### src/tmr_chan_pkg.sv
package tmr_chan_pkg;
   // Field positions of the channel mode low byte and of the overflow flag in the status byte.
   localparam int EDGE_HI_POS = 7;
   localparam int EDGE_LO_POS = 6;
   localparam int MODE_MSB_POS = 3;
   localparam int MODE_LSB_POS = 1;
   localparam int START_BHV_POS = 0;
   localparam int OVF_POS = 0;
   // Reset values.
   localparam logic [7:0] MODE_LOW_RESET = 8'h00;
   localparam logic [7:0] STATUS_RESET = 8'h00;
   // Mask that keeps bits 4 and 5 of the mode byte at zero.
   localparam logic [7:0] MODE_LOW_WMASK = 8'hcf;
   // Edge select encodings.
   localparam logic [1:0] EDGE_FALL = 2'h0;
   localparam logic [1:0] EDGE_RISE = 2'h1;
   localparam logic [1:0] EDGE_LOW_W = 2'h2;
   localparam logic [1:0] EDGE_HIGH_W = 2'h3;
   // Operation mode encodings of mode bits 3..1.
   localparam logic [2:0] MODE_INTERVAL = 3'h0;
   localparam logic [2:0] MODE_CAPTURE = 3'h2;
   localparam logic [2:0] MODE_EVENT = 3'h3;
   localparam logic [2:0] MODE_ONE_COUNT = 3'h4;
   localparam logic [2:0] MODE_CAP_ONE = 3'h6;
   // Counter width default.
   localparam int CNT_WIDTH = 16;
   // Count run states.
   typedef enum logic [1:0] {
      ST_IDLE = 2'b00,
      ST_RUN = 2'b01,
      ST_WAIT = 2'b11
   } run_state_t;
endpackage

### src/tmr_edge_sync.sv
`timescale 1ns/1ps
`default_nettype none
module tmr_edge_sync
   import tmr_chan_pkg::*;
(
   input wire logic clk_sys,
   input wire logic rst_n,
   input wire logic pin_in,
   output logic rise_pulse,
   output logic fall_pulse
);
   typedef struct packed {
      logic s1;
      logic s2;
      logic s3;
      logic level;
   } sync_state_t;

   sync_state_t cur_ff;
   sync_state_t nxt_st;

   // Three stages; a change counts once stages two and three agree.
   always_comb begin
      nxt_st = cur_ff;
      nxt_st.s1 = pin_in;
      nxt_st.s2 = cur_ff.s1;
      nxt_st.s3 = cur_ff.s2;
      if (cur_ff.s2 == cur_ff.s3) begin
         nxt_st.level = cur_ff.s3;
      end
   end

   // State register.
   always_ff @(posedge clk_sys or negedge rst_n) begin
      if (!rst_n) begin
         cur_ff <= '0;
      end else begin
         cur_ff <= nxt_st;
      end
   end

   // Edge pulses come from the filtered level.
   assign rise_pulse = (cur_ff.s2 == cur_ff.s3) && cur_ff.s3 && !cur_ff.level;
   assign fall_pulse = (cur_ff.s2 == cur_ff.s3) && !cur_ff.s3 && cur_ff.level;
endmodule
`default_nettype wire

### src/tmr_chan_mode.sv
`timescale 1ns/1ps
`default_nettype none
module tmr_chan_mode
   import tmr_chan_pkg::*;
#(
   parameter int WIDTH = CNT_WIDTH
)(
   input wire logic clk_sys,
   input wire logic rst_n,
   input wire logic channel_timer_input,
   input wire logic count_enable,
   input wire logic count_stop,
   input wire logic software_start_trigger,
   input wire logic [WIDTH-1:0] reload_value,
   input wire logic mode_wr,
   input wire logic [7:0] mode_wdata,
   input wire logic status_rd,
   input wire logic status_rd_byte,
   output logic [7:0] channel_mode_low_byte,
   output logic [7:0] channel_overflow_status,
   output logic [7:0] status_rdata,
   output logic status_rd_err,
   output logic [WIDTH-1:0] channel_counter,
   output logic [WIDTH-1:0] capture_value,
   output logic count_up,
   output logic channel_interrupt,
   output logic channel_timer_output,
   output logic mode_illegal
);
   // Elaboration refuses counter widths that the logic cannot serve.
   if (WIDTH < 2 || WIDTH > 32) begin : g_width_check
      $error("WIDTH must lie between 2 and 32");
   end

   typedef struct packed {
      logic [7:0] mode;
      logic ovf;
      logic wrapped;
      run_state_t run;
      logic [WIDTH-1:0] cnt;
      logic [WIDTH-1:0] cap;
      logic irq;
      logic tout;
      logic [7:0] rdata;
      logic rd_err;
   } chan_state_t;

   chan_state_t cur_ff;
   chan_state_t nxt_st;

   logic rise_p;
   logic fall_p;
   logic [1:0] edge_sel;
   logic [2:0] op_mode;
   logic start_bhv;
   logic valid_edge;
   logic start_edge;
   logic capture_edge;
   logic is_capture_mode;
   logic is_one_shot;
   logic counting;
   logic at_limit;
   logic start_ev;
   logic retrig_ok;

   // Synchronised edge pulses from the input pin.
   tmr_edge_sync u_sync (
      .clk_sys(clk_sys),
      .rst_n(rst_n),
      .pin_in(channel_timer_input),
      .rise_pulse(rise_p),
      .fall_pulse(fall_p)
   );

   // Returns one for the up-counting capture modes.
   function automatic logic mode_counts_up(input logic [2:0] m);
      return (m == MODE_CAPTURE) || (m == MODE_CAP_ONE);
   endfunction

   // Returns one for the five defined modes.
   function automatic logic mode_legal(input logic [2:0] m);
      return (m == MODE_INTERVAL) || (m == MODE_CAPTURE) ||
         (m == MODE_EVENT) || (m == MODE_ONE_COUNT) || (m == MODE_CAP_ONE);
   endfunction

   // Field decode.
   assign edge_sel = cur_ff.mode[EDGE_HI_POS:EDGE_LO_POS];
   assign op_mode = cur_ff.mode[MODE_MSB_POS:MODE_LSB_POS];
   assign start_bhv = cur_ff.mode[START_BHV_POS];
   assign is_capture_mode = mode_counts_up(op_mode);
   assign is_one_shot = (op_mode == MODE_ONE_COUNT) ||
      (op_mode == MODE_CAP_ONE);
   assign counting = (cur_ff.run == ST_RUN);

   // Edge selection for single-edge and width-measure settings.
   always_comb begin
      valid_edge = 1'b0;
      start_edge = 1'b0;
      capture_edge = 1'b0;
      unique case (edge_sel)
         EDGE_FALL: begin
            valid_edge = fall_p;
            start_edge = fall_p;
            capture_edge = fall_p;
         end
         EDGE_RISE: begin
            valid_edge = rise_p;
            start_edge = rise_p;
            capture_edge = rise_p;
         end
         EDGE_LOW_W: begin
            valid_edge = fall_p | rise_p;
            start_edge = fall_p;
            capture_edge = rise_p;
         end
         EDGE_HIGH_W: begin
            valid_edge = fall_p | rise_p;
            start_edge = rise_p;
            capture_edge = fall_p;
         end
      endcase
   end

   // Start trigger from the pin or software; one-shot restart rules.
   assign retrig_ok = !is_one_shot || !counting ||
      ((op_mode == MODE_ONE_COUNT) && start_bhv);
   assign start_ev = software_start_trigger ||
      (is_one_shot && start_edge && retrig_ok);
   assign at_limit = count_up ? (&cur_ff.cnt) : (cur_ff.cnt == '0);

   // Next-state logic for counting, capture, flag and register access.
   always_comb begin
      nxt_st = cur_ff;
      nxt_st.irq = 1'b0;
      nxt_st.rd_err = 1'b0;
      if (mode_wr) begin
         nxt_st.mode = mode_wdata & MODE_LOW_WMASK;
      end
      if (count_stop || !count_enable) begin
         nxt_st.run = ST_IDLE;
      end else if (start_ev) begin
         // Restart loads the counter; start interrupt only if fresh.
         nxt_st.run = ST_RUN;
         nxt_st.wrapped = 1'b0;
         nxt_st.cnt = is_capture_mode ? '0 : reload_value;
         if (!counting && !software_start_trigger && start_bhv &&
             (op_mode == MODE_INTERVAL || op_mode == MODE_CAPTURE)) begin
            nxt_st.irq = 1'b1;
            nxt_st.tout = !cur_ff.tout;
         end
      end else if (cur_ff.run == ST_IDLE && !is_one_shot) begin
         nxt_st.run = ST_RUN;
         nxt_st.wrapped = 1'b0;
         nxt_st.cnt = is_capture_mode ? '0 : reload_value;
         if (start_bhv && (op_mode == MODE_INTERVAL ||
             op_mode == MODE_CAPTURE)) begin
            nxt_st.irq = 1'b1;
            nxt_st.tout = !cur_ff.tout;
         end
      end else if (counting) begin
         if (is_capture_mode && capture_edge) begin
            // Capture: flag takes overflow history, not the wrap itself.
            nxt_st.cap = cur_ff.cnt;
            nxt_st.ovf = cur_ff.wrapped;
            nxt_st.wrapped = 1'b0;
            nxt_st.cnt = '0;
            nxt_st.irq = 1'b1;
            if (op_mode == MODE_CAP_ONE) begin
               nxt_st.run = ST_WAIT;
            end
         end else if (op_mode == MODE_EVENT) begin
            if (valid_edge) begin
               nxt_st.cnt = at_limit ? reload_value : cur_ff.cnt - 1'b1;
               nxt_st.irq = at_limit;
            end
         end else if (at_limit) begin
            if (is_capture_mode) begin
               nxt_st.wrapped = 1'b1;
               nxt_st.cnt = '0;
            end else begin
               nxt_st.irq = 1'b1;
               nxt_st.tout = !cur_ff.tout;
               nxt_st.cnt = reload_value;
               if (op_mode == MODE_ONE_COUNT) begin
                  nxt_st.run = ST_WAIT;
               end
            end
         end else begin
            // Direction follows the mode.
            nxt_st.cnt = count_up ? cur_ff.cnt + 1'b1 :
               cur_ff.cnt - 1'b1;
         end
      end
      // Judged on the mode being written, so no stale flag outlives it.
      if (!mode_counts_up(nxt_st.mode[MODE_MSB_POS:MODE_LSB_POS])) begin
         nxt_st.ovf = 1'b0;
      end
      // Status read: byte access only; others return zero and flag.
      nxt_st.rdata = '0;
      if (status_rd) begin
         if (status_rd_byte) begin
            nxt_st.rdata = {7'h00, cur_ff.ovf};
         end else begin
            nxt_st.rd_err = 1'b1;
         end
      end
   end

   // State register.
   always_ff @(posedge clk_sys or negedge rst_n) begin
      if (!rst_n) begin
         cur_ff <= '0;
         cur_ff.mode <= MODE_LOW_RESET;
         cur_ff.run <= ST_IDLE;
      end else begin
         cur_ff <= nxt_st;
      end
   end

   // Outputs.
   assign count_up = mode_counts_up(op_mode);
   assign channel_mode_low_byte = cur_ff.mode;
   assign channel_overflow_status = STATUS_RESET | {7'h00, cur_ff.ovf};
   assign status_rdata = cur_ff.rdata;
   assign status_rd_err = cur_ff.rd_err;
   assign channel_counter = cur_ff.cnt;
   assign capture_value = cur_ff.cap;
   assign channel_interrupt = cur_ff.irq;
   assign channel_timer_output = cur_ff.tout;
   assign mode_illegal = !mode_legal(op_mode);

   AST_OVF_ONLY_CAPTURE: assert property (@(posedge clk_sys)
      disable iff (!rst_n) cur_ff.ovf |-> mode_counts_up(op_mode))
      else $error("overflow flag set outside capture modes");
   AST_OVF_ON_CAPTURE: assert property (@(posedge clk_sys)
      disable iff (!rst_n) (is_capture_mode && $changed(cur_ff.ovf))
      |-> $past(counting && capture_edge && is_capture_mode))
      else $error("overflow flag changed without capture");
   AST_OVF_VALUE: assert property (@(posedge clk_sys)
      disable iff (!rst_n) (counting && is_capture_mode && capture_edge
      && !count_stop && count_enable && !start_ev && !mode_wr)
      |=> cur_ff.ovf == $past(cur_ff.wrapped))
      else $error("overflow flag not taken from history");
   AST_NO_SW_IRQ: assert property (@(posedge clk_sys)
      disable iff (!rst_n) (software_start_trigger && counting &&
      count_enable && !count_stop) |=> !channel_interrupt)
      else $error("interrupt on software restart");
   AST_ONE_COUNT_QUIET: assert property (@(posedge clk_sys)
      disable iff (!rst_n) (op_mode == MODE_ONE_COUNT && start_ev &&
      !mode_wr && count_enable && !count_stop) |=> !channel_interrupt)
      else $error("one-count start raised interrupt");
   AST_DIR_UP: assert property (@(posedge clk_sys)
      disable iff (!rst_n) (op_mode == MODE_CAPTURE) |-> count_up)
      else $error("capture mode not counting up");
   AST_DIR_DOWN: assert property (@(posedge clk_sys)
      disable iff (!rst_n) (op_mode == MODE_INTERVAL ||
      op_mode == MODE_ONE_COUNT || op_mode == MODE_EVENT) |-> !count_up)
      else $error("down mode counting up");
   AST_MODE_BITS45: assert property (@(posedge clk_sys)
      disable iff (!rst_n) mode_wr |=> channel_mode_low_byte[5:4] == 2'h0)
      else $error("mode bits 4 or 5 set");
   AST_RD_WIDTH: assert property (@(posedge clk_sys)
      disable iff (!rst_n) (status_rd && !status_rd_byte)
      |=> status_rd_err && status_rdata == 8'h00)
      else $error("non-byte status read answered");
   AST_NO_RETRIG: assert property (@(posedge clk_sys)
      disable iff (!rst_n) (counting && op_mode == MODE_CAP_ONE &&
      !start_bhv && start_edge && !capture_edge &&
      !software_start_trigger) |-> !start_ev)
      else $error("retrigger accepted in capture one-count");
   AST_ONE_NO_RETRIG: assert property (@(posedge clk_sys)
      disable iff (!rst_n) (counting && op_mode == MODE_ONE_COUNT &&
      !start_bhv && !software_start_trigger) |-> !start_ev)
      else $error("retrigger accepted in one-count");
   AST_ONE_RETRIG: assert property (@(posedge clk_sys)
      disable iff (!rst_n) (counting && op_mode == MODE_ONE_COUNT &&
      start_bhv && start_edge && count_enable && !count_stop)
      |=> channel_counter == $past(reload_value) && !channel_interrupt)
      else $error("one-count retrigger not taken silently");
   AST_START_IRQ: assert property (@(posedge clk_sys)
      disable iff (!rst_n) (cur_ff.run == ST_IDLE && count_enable &&
      !count_stop && !software_start_trigger && start_bhv &&
      op_mode == MODE_INTERVAL) |=> channel_interrupt)
      else $error("no interrupt at interval count start");
   AST_ONE_TOUT_QUIET: assert property (@(posedge clk_sys)
      disable iff (!rst_n) (op_mode == MODE_ONE_COUNT && start_ev &&
      !counting && count_enable && !count_stop)
      |=> $stable(channel_timer_output))
      else $error("one-count start changed timer output");
endmodule
`default_nettype wire

### config.mk
export PLATFORM = sky130hd
export DESIGN_NAME = tmr_chan_mode
export DESIGN_NICKNAME = d
export VERILOG_FILES = /design/src/tmr_chan_pkg.sv /design/src/tmr_edge_sync.sv /design/src/tmr_chan_mode.sv
export SDC_FILE = /design/constraint.sdc
export NUM_CORES = 1
export LEC_CHECK = 0
export BUFFER_PORTS_ARGS = -buffer_cell sky130_fd_sc_hd__buf_2
export CAP_MARGIN = 20
export CORE_ASPECT_RATIO = 1.2
export CORE_UTILIZATION = 33
export CTS_BUF_LIST = sky130_fd_sc_hd__clkbuf_8 sky130_fd_sc_hd__clkbuf_16
export CTS_CLUSTER_DIAMETER = 100
export DETAILED_ROUTE_END_ITERATION = 6
export SLEW_MARGIN = 30
export SYNTH_ARGS = -nofsm -noshare
export SYNTH_HDL_FRONTEND = slang
export SYNTH_SLANG_ARGS = --single-unit
### constraint.sdc
create_clock -name clk_sys -period 2.11 [get_ports clk_sys]
set_input_delay 0.3165 -clock clk_sys [delete_from_list [all_inputs] [get_ports clk_sys]]
set_output_delay 0.3165 -clock clk_sys [all_outputs]
set_load 0.02 [all_outputs]
==> results_dict.tcl <==
set metrics [dict create \
    start_util_pct 34.5 \
    synth_edf_count 0 \
    switching_share_pct 35.4 \
    syn_area_sq_um 3680 \
    ir_drop_v 0.000338 \
    powerDensity_nw_per_um2 746 \
    route.detailed.drc 8 \
    ys_warn_count 0 \
    cp_max_fo 6 \
    fp.dieArea_sq_um 11600 \
    synth.area.top_cells "dfrtp_1 34%, buf_4 12%, mux2_2 5.2%" \
    grt_pass1_wl_um 17100 \
    ys.flop_type "dfrtp_1" \
    dp_hpwl_um 8090 \
    cts_root_buf "clkbuf_16" \
    clk_latency_ns 0.30 \
    syn_to_final_growth_pct 35.6 \
    critical_path_class "flop to flop" \
    wirelength_um 11100 \
    synth_commonest_cells "58 x buf_4, 50 x dfrtp_1, 33 x nor2_1" \
    clkPwrFrac_pct 29.3 \
    crit_chain "ha_4, nor2_4, mux2_4, a211o_1, a21o_4, a41o_1, a221o_1" \
    setup_viol 31 \
    htree_levels 2 \
    tritoncts "built" \
    cts.sinks 50 \
    clockBufferDepth 2 \
    synth_cells 416 \
    cts_buffers 5 \
    maxSlewHeadroom_pct 57.8 \
    dr.first_iter.drc_count 214 \
    p_int_w 0.00241 \
    die_w_um 98.5 \
    post-route-period-util_pct 110 \
    path_clk_slew_ns 0.07 \
    grt_pass1_vias 3415 \
    critPathSlowestCell "dfrtp_2" \
    placementRows 41 \
    tightest_slew_ns 0.634 \
    placedCellCount 641 \
    slew_viol_final 0 \
    crit_required_ns 2.30 \
    yosysUniqueCellTypes 68 \
    diodes 0 \
    max_freq_ghz 0.432 \
    hold_viol_final 0 \
    violations "DRC, setup timing" \
    antenna_found_initial 0 \
    netlist.area_leader.share_pct 34.0 \
    place_area_sq_um 4430 \
    max-cap-violations 0 \
    first_pass_iters 7 \
    p_sw_w 0.00132 \
    ioPinCount 94 \
    drive_gt1_share_pct 46.6 \
    num_vias 3477 \
    total_power_w 0.00373 \
    worstPathArrival_ns 2.50 \
    critPathLaunchType "flop" \
    synth_seq_cells 50 \
    chipHeight_um 118 \
    clock_skew_ns 0.00761 \
    grt_util_all_layers_pct 18.9 \
    grt-ovfl-total 0 \
    grt_max_degree 28 \
    vias_per_cell 5.31 \
    yosysMostFrequentCell "buf_4" \
    layoutNonFillerInstCount 655 \
    yosysTopAreaCell "dfrtp_1" \
    min_path_type "input pin to async pin" \
    ant_nets 0 \
    portBuffers 75 \
    syn_area_per_cell_sq_um 8.86 \
    power_leakage_nw 2.33 \
    gp_congestion 0.880 \
    p_comb_share_pct 39.1 \
    sequentialPowerShare_pct 31.6 \
    rsz0062_at_grt "true" \
    end_kind "flop" \
    ys_async_sr_fraction_pct 100 \
    pre_cts_slack_ns -0.225 \
    layout_setup_ws_ns -0.203 \
    cp_num_buf_inv 0 \
    hold_buffers 0 \
    critical_path.top_delay_family "compound AO/OA/AOI/OAI gates" \
    post-route-min-period_ns 2.31 \
    fin_nets 567 \
    final_area_sq_um 5000 \
    coreArea_sq_um 10700 \
    status "finished, violations left" \
    slowest_delay_ns 0.46 \
    avgRoutedWirePerCell_um 17.0 \
    synth.yosys.seq_area_share_pct 34.0 \
]
## placed cells by master (no fill, tap or decap), types with 6 or more instances in the layout
master     synthesis  layout
buf_4             58      81
and3_1             6       6
ha_1               9       6
nand2_1           28      25
inv_1              9       7
buf_6              2       8
nand3_1           11      10
nor2_1            33      30
o21ai_1            3       7
clkbuf_16          0       6
a221o_1            6       6
mux2_4             0      11
o21ai_0           15      11
mux2_2            17       6
a21oi_1           18      15
nand4_1            8       8
a31oi_1            9       9
conb_1             1      16
buf_2             12      76
nor3_1            18      16
dfrtp_1           50      47
## metal layers
metal | track usage (%) | vias to the layer above | wire length (um)
met4 | 10.4 | 0 | 398
met2 | 32.4 | 116 | 5710
met5 | 0 | - | 0
li1 | - | 1655 | -
met1 | 22.5 | 1685 | 4530
met3 | 2.85 | 21 | 480
## cell type report
type                       count  area [sq um]
clock inverter                 2          60.1
tap                          129           161
clock buffer                   6           139
inverter                      10          37.5
fill                        1030          5670
sequential                    50          1250
timing repair buffer         168          1140
multi-input combinational    290          2200
## registers in the layout (all words and copies together), names as in the netlist, 3 cells and up, named ones only
name / flops
capture_value: 16
channel_counter: 16
channel_mode_low_byte: 5
cur_ff: 3
u_sync.cur_ff: 4
## repair_timing
item	4_1_cts	5_1_grt
setup endpoints to repair	32	35
pin swaps	7	12
endpoints found under the hold margin	0	0
buffers inserted	1	3
gates resized for setup	29	42
gates cloned	1	1
## cells by family (layout without fill, tap and decap cells)
| group | Yosys count | after routing | synth area share, % |
|---|---|---|---|
| compound gates | 97 | 97 | 18.9 |
| xor+xnor | 7 | 7 | 1.66 |
| fa+ha+maj | 9 | 9 | 3.06 |
| buf+inv | 91 | 186 | 16.0 |
| flops | 50 | 50 | 34.0 |
| mux | 20 | 20 | 6.01 |
| other cells | 1 | 16 | 0.102 |
| simple gates | 141 | 141 | 20.3 |
## per-stage QoR
stage / hold WS (ns) / TNS [ns] / utilization (%)
2_1_floorplan: 0.0209 / -0.843 / -
3_3_place_gp: 0.335 / -3.32 / 41.5
3_5_place_dp: 0.335 / -4.09 / 41.5
4_1_cts: 0.0545 / -3.09 / 44.7
5_1_grt: 0.0817 / -4.61 / 46.8
6_report: 0.0343 / -2.63 / 46.8
## worst paths after layout
| path | end | cells past startpoint | slack (ns) | from |
|---|---|---|---|---|
| worst max-delay path | channel_counter[15]$_DFFE_PN0P_ | 7 | -0.20 | channel_mode_low_byte[6]$_DFFE_PN0P_ |
| worst min-delay path | channel_counter[4]$_DFFE_PN0P_ | 1 | 0.03 | rst_n |
| worst max register to register | channel_counter[15]$_DFFE_PN0P_ | 7 | -0.20 | channel_mode_low_byte[6]$_DFFE_PN0P_ |
| worst min register to register | u_sync.cur_ff[2]$_DFF_PN0_ | 0 | 0.35 | u_sync.cur_ff[3]$_DFF_PN0_ |
| max in group asynchronous | channel_counter[12]$_DFFE_PN0P_ | 2 | 1.51 | rst_n |
| min in group clk_sys | u_sync.cur_ff[3]$_DFF_PN0_ | 1 | 0.12 | channel_timer_input |
## power groups by stage
stage	clock (W)	combinational [W]	sequential [W]
2_1_floorplan	0	0.000889	0.00119
3_3_place_gp	0	0.00132	0.00119
3_5_place_dp	0	0.00133	0.00119
4_1_cts	0.00111	0.00139	0.00117
5_1_grt	0.00116	0.00158	0.00119
6_report	0.00109	0.00146	0.00118
Power figures use the tool's default switching activity.
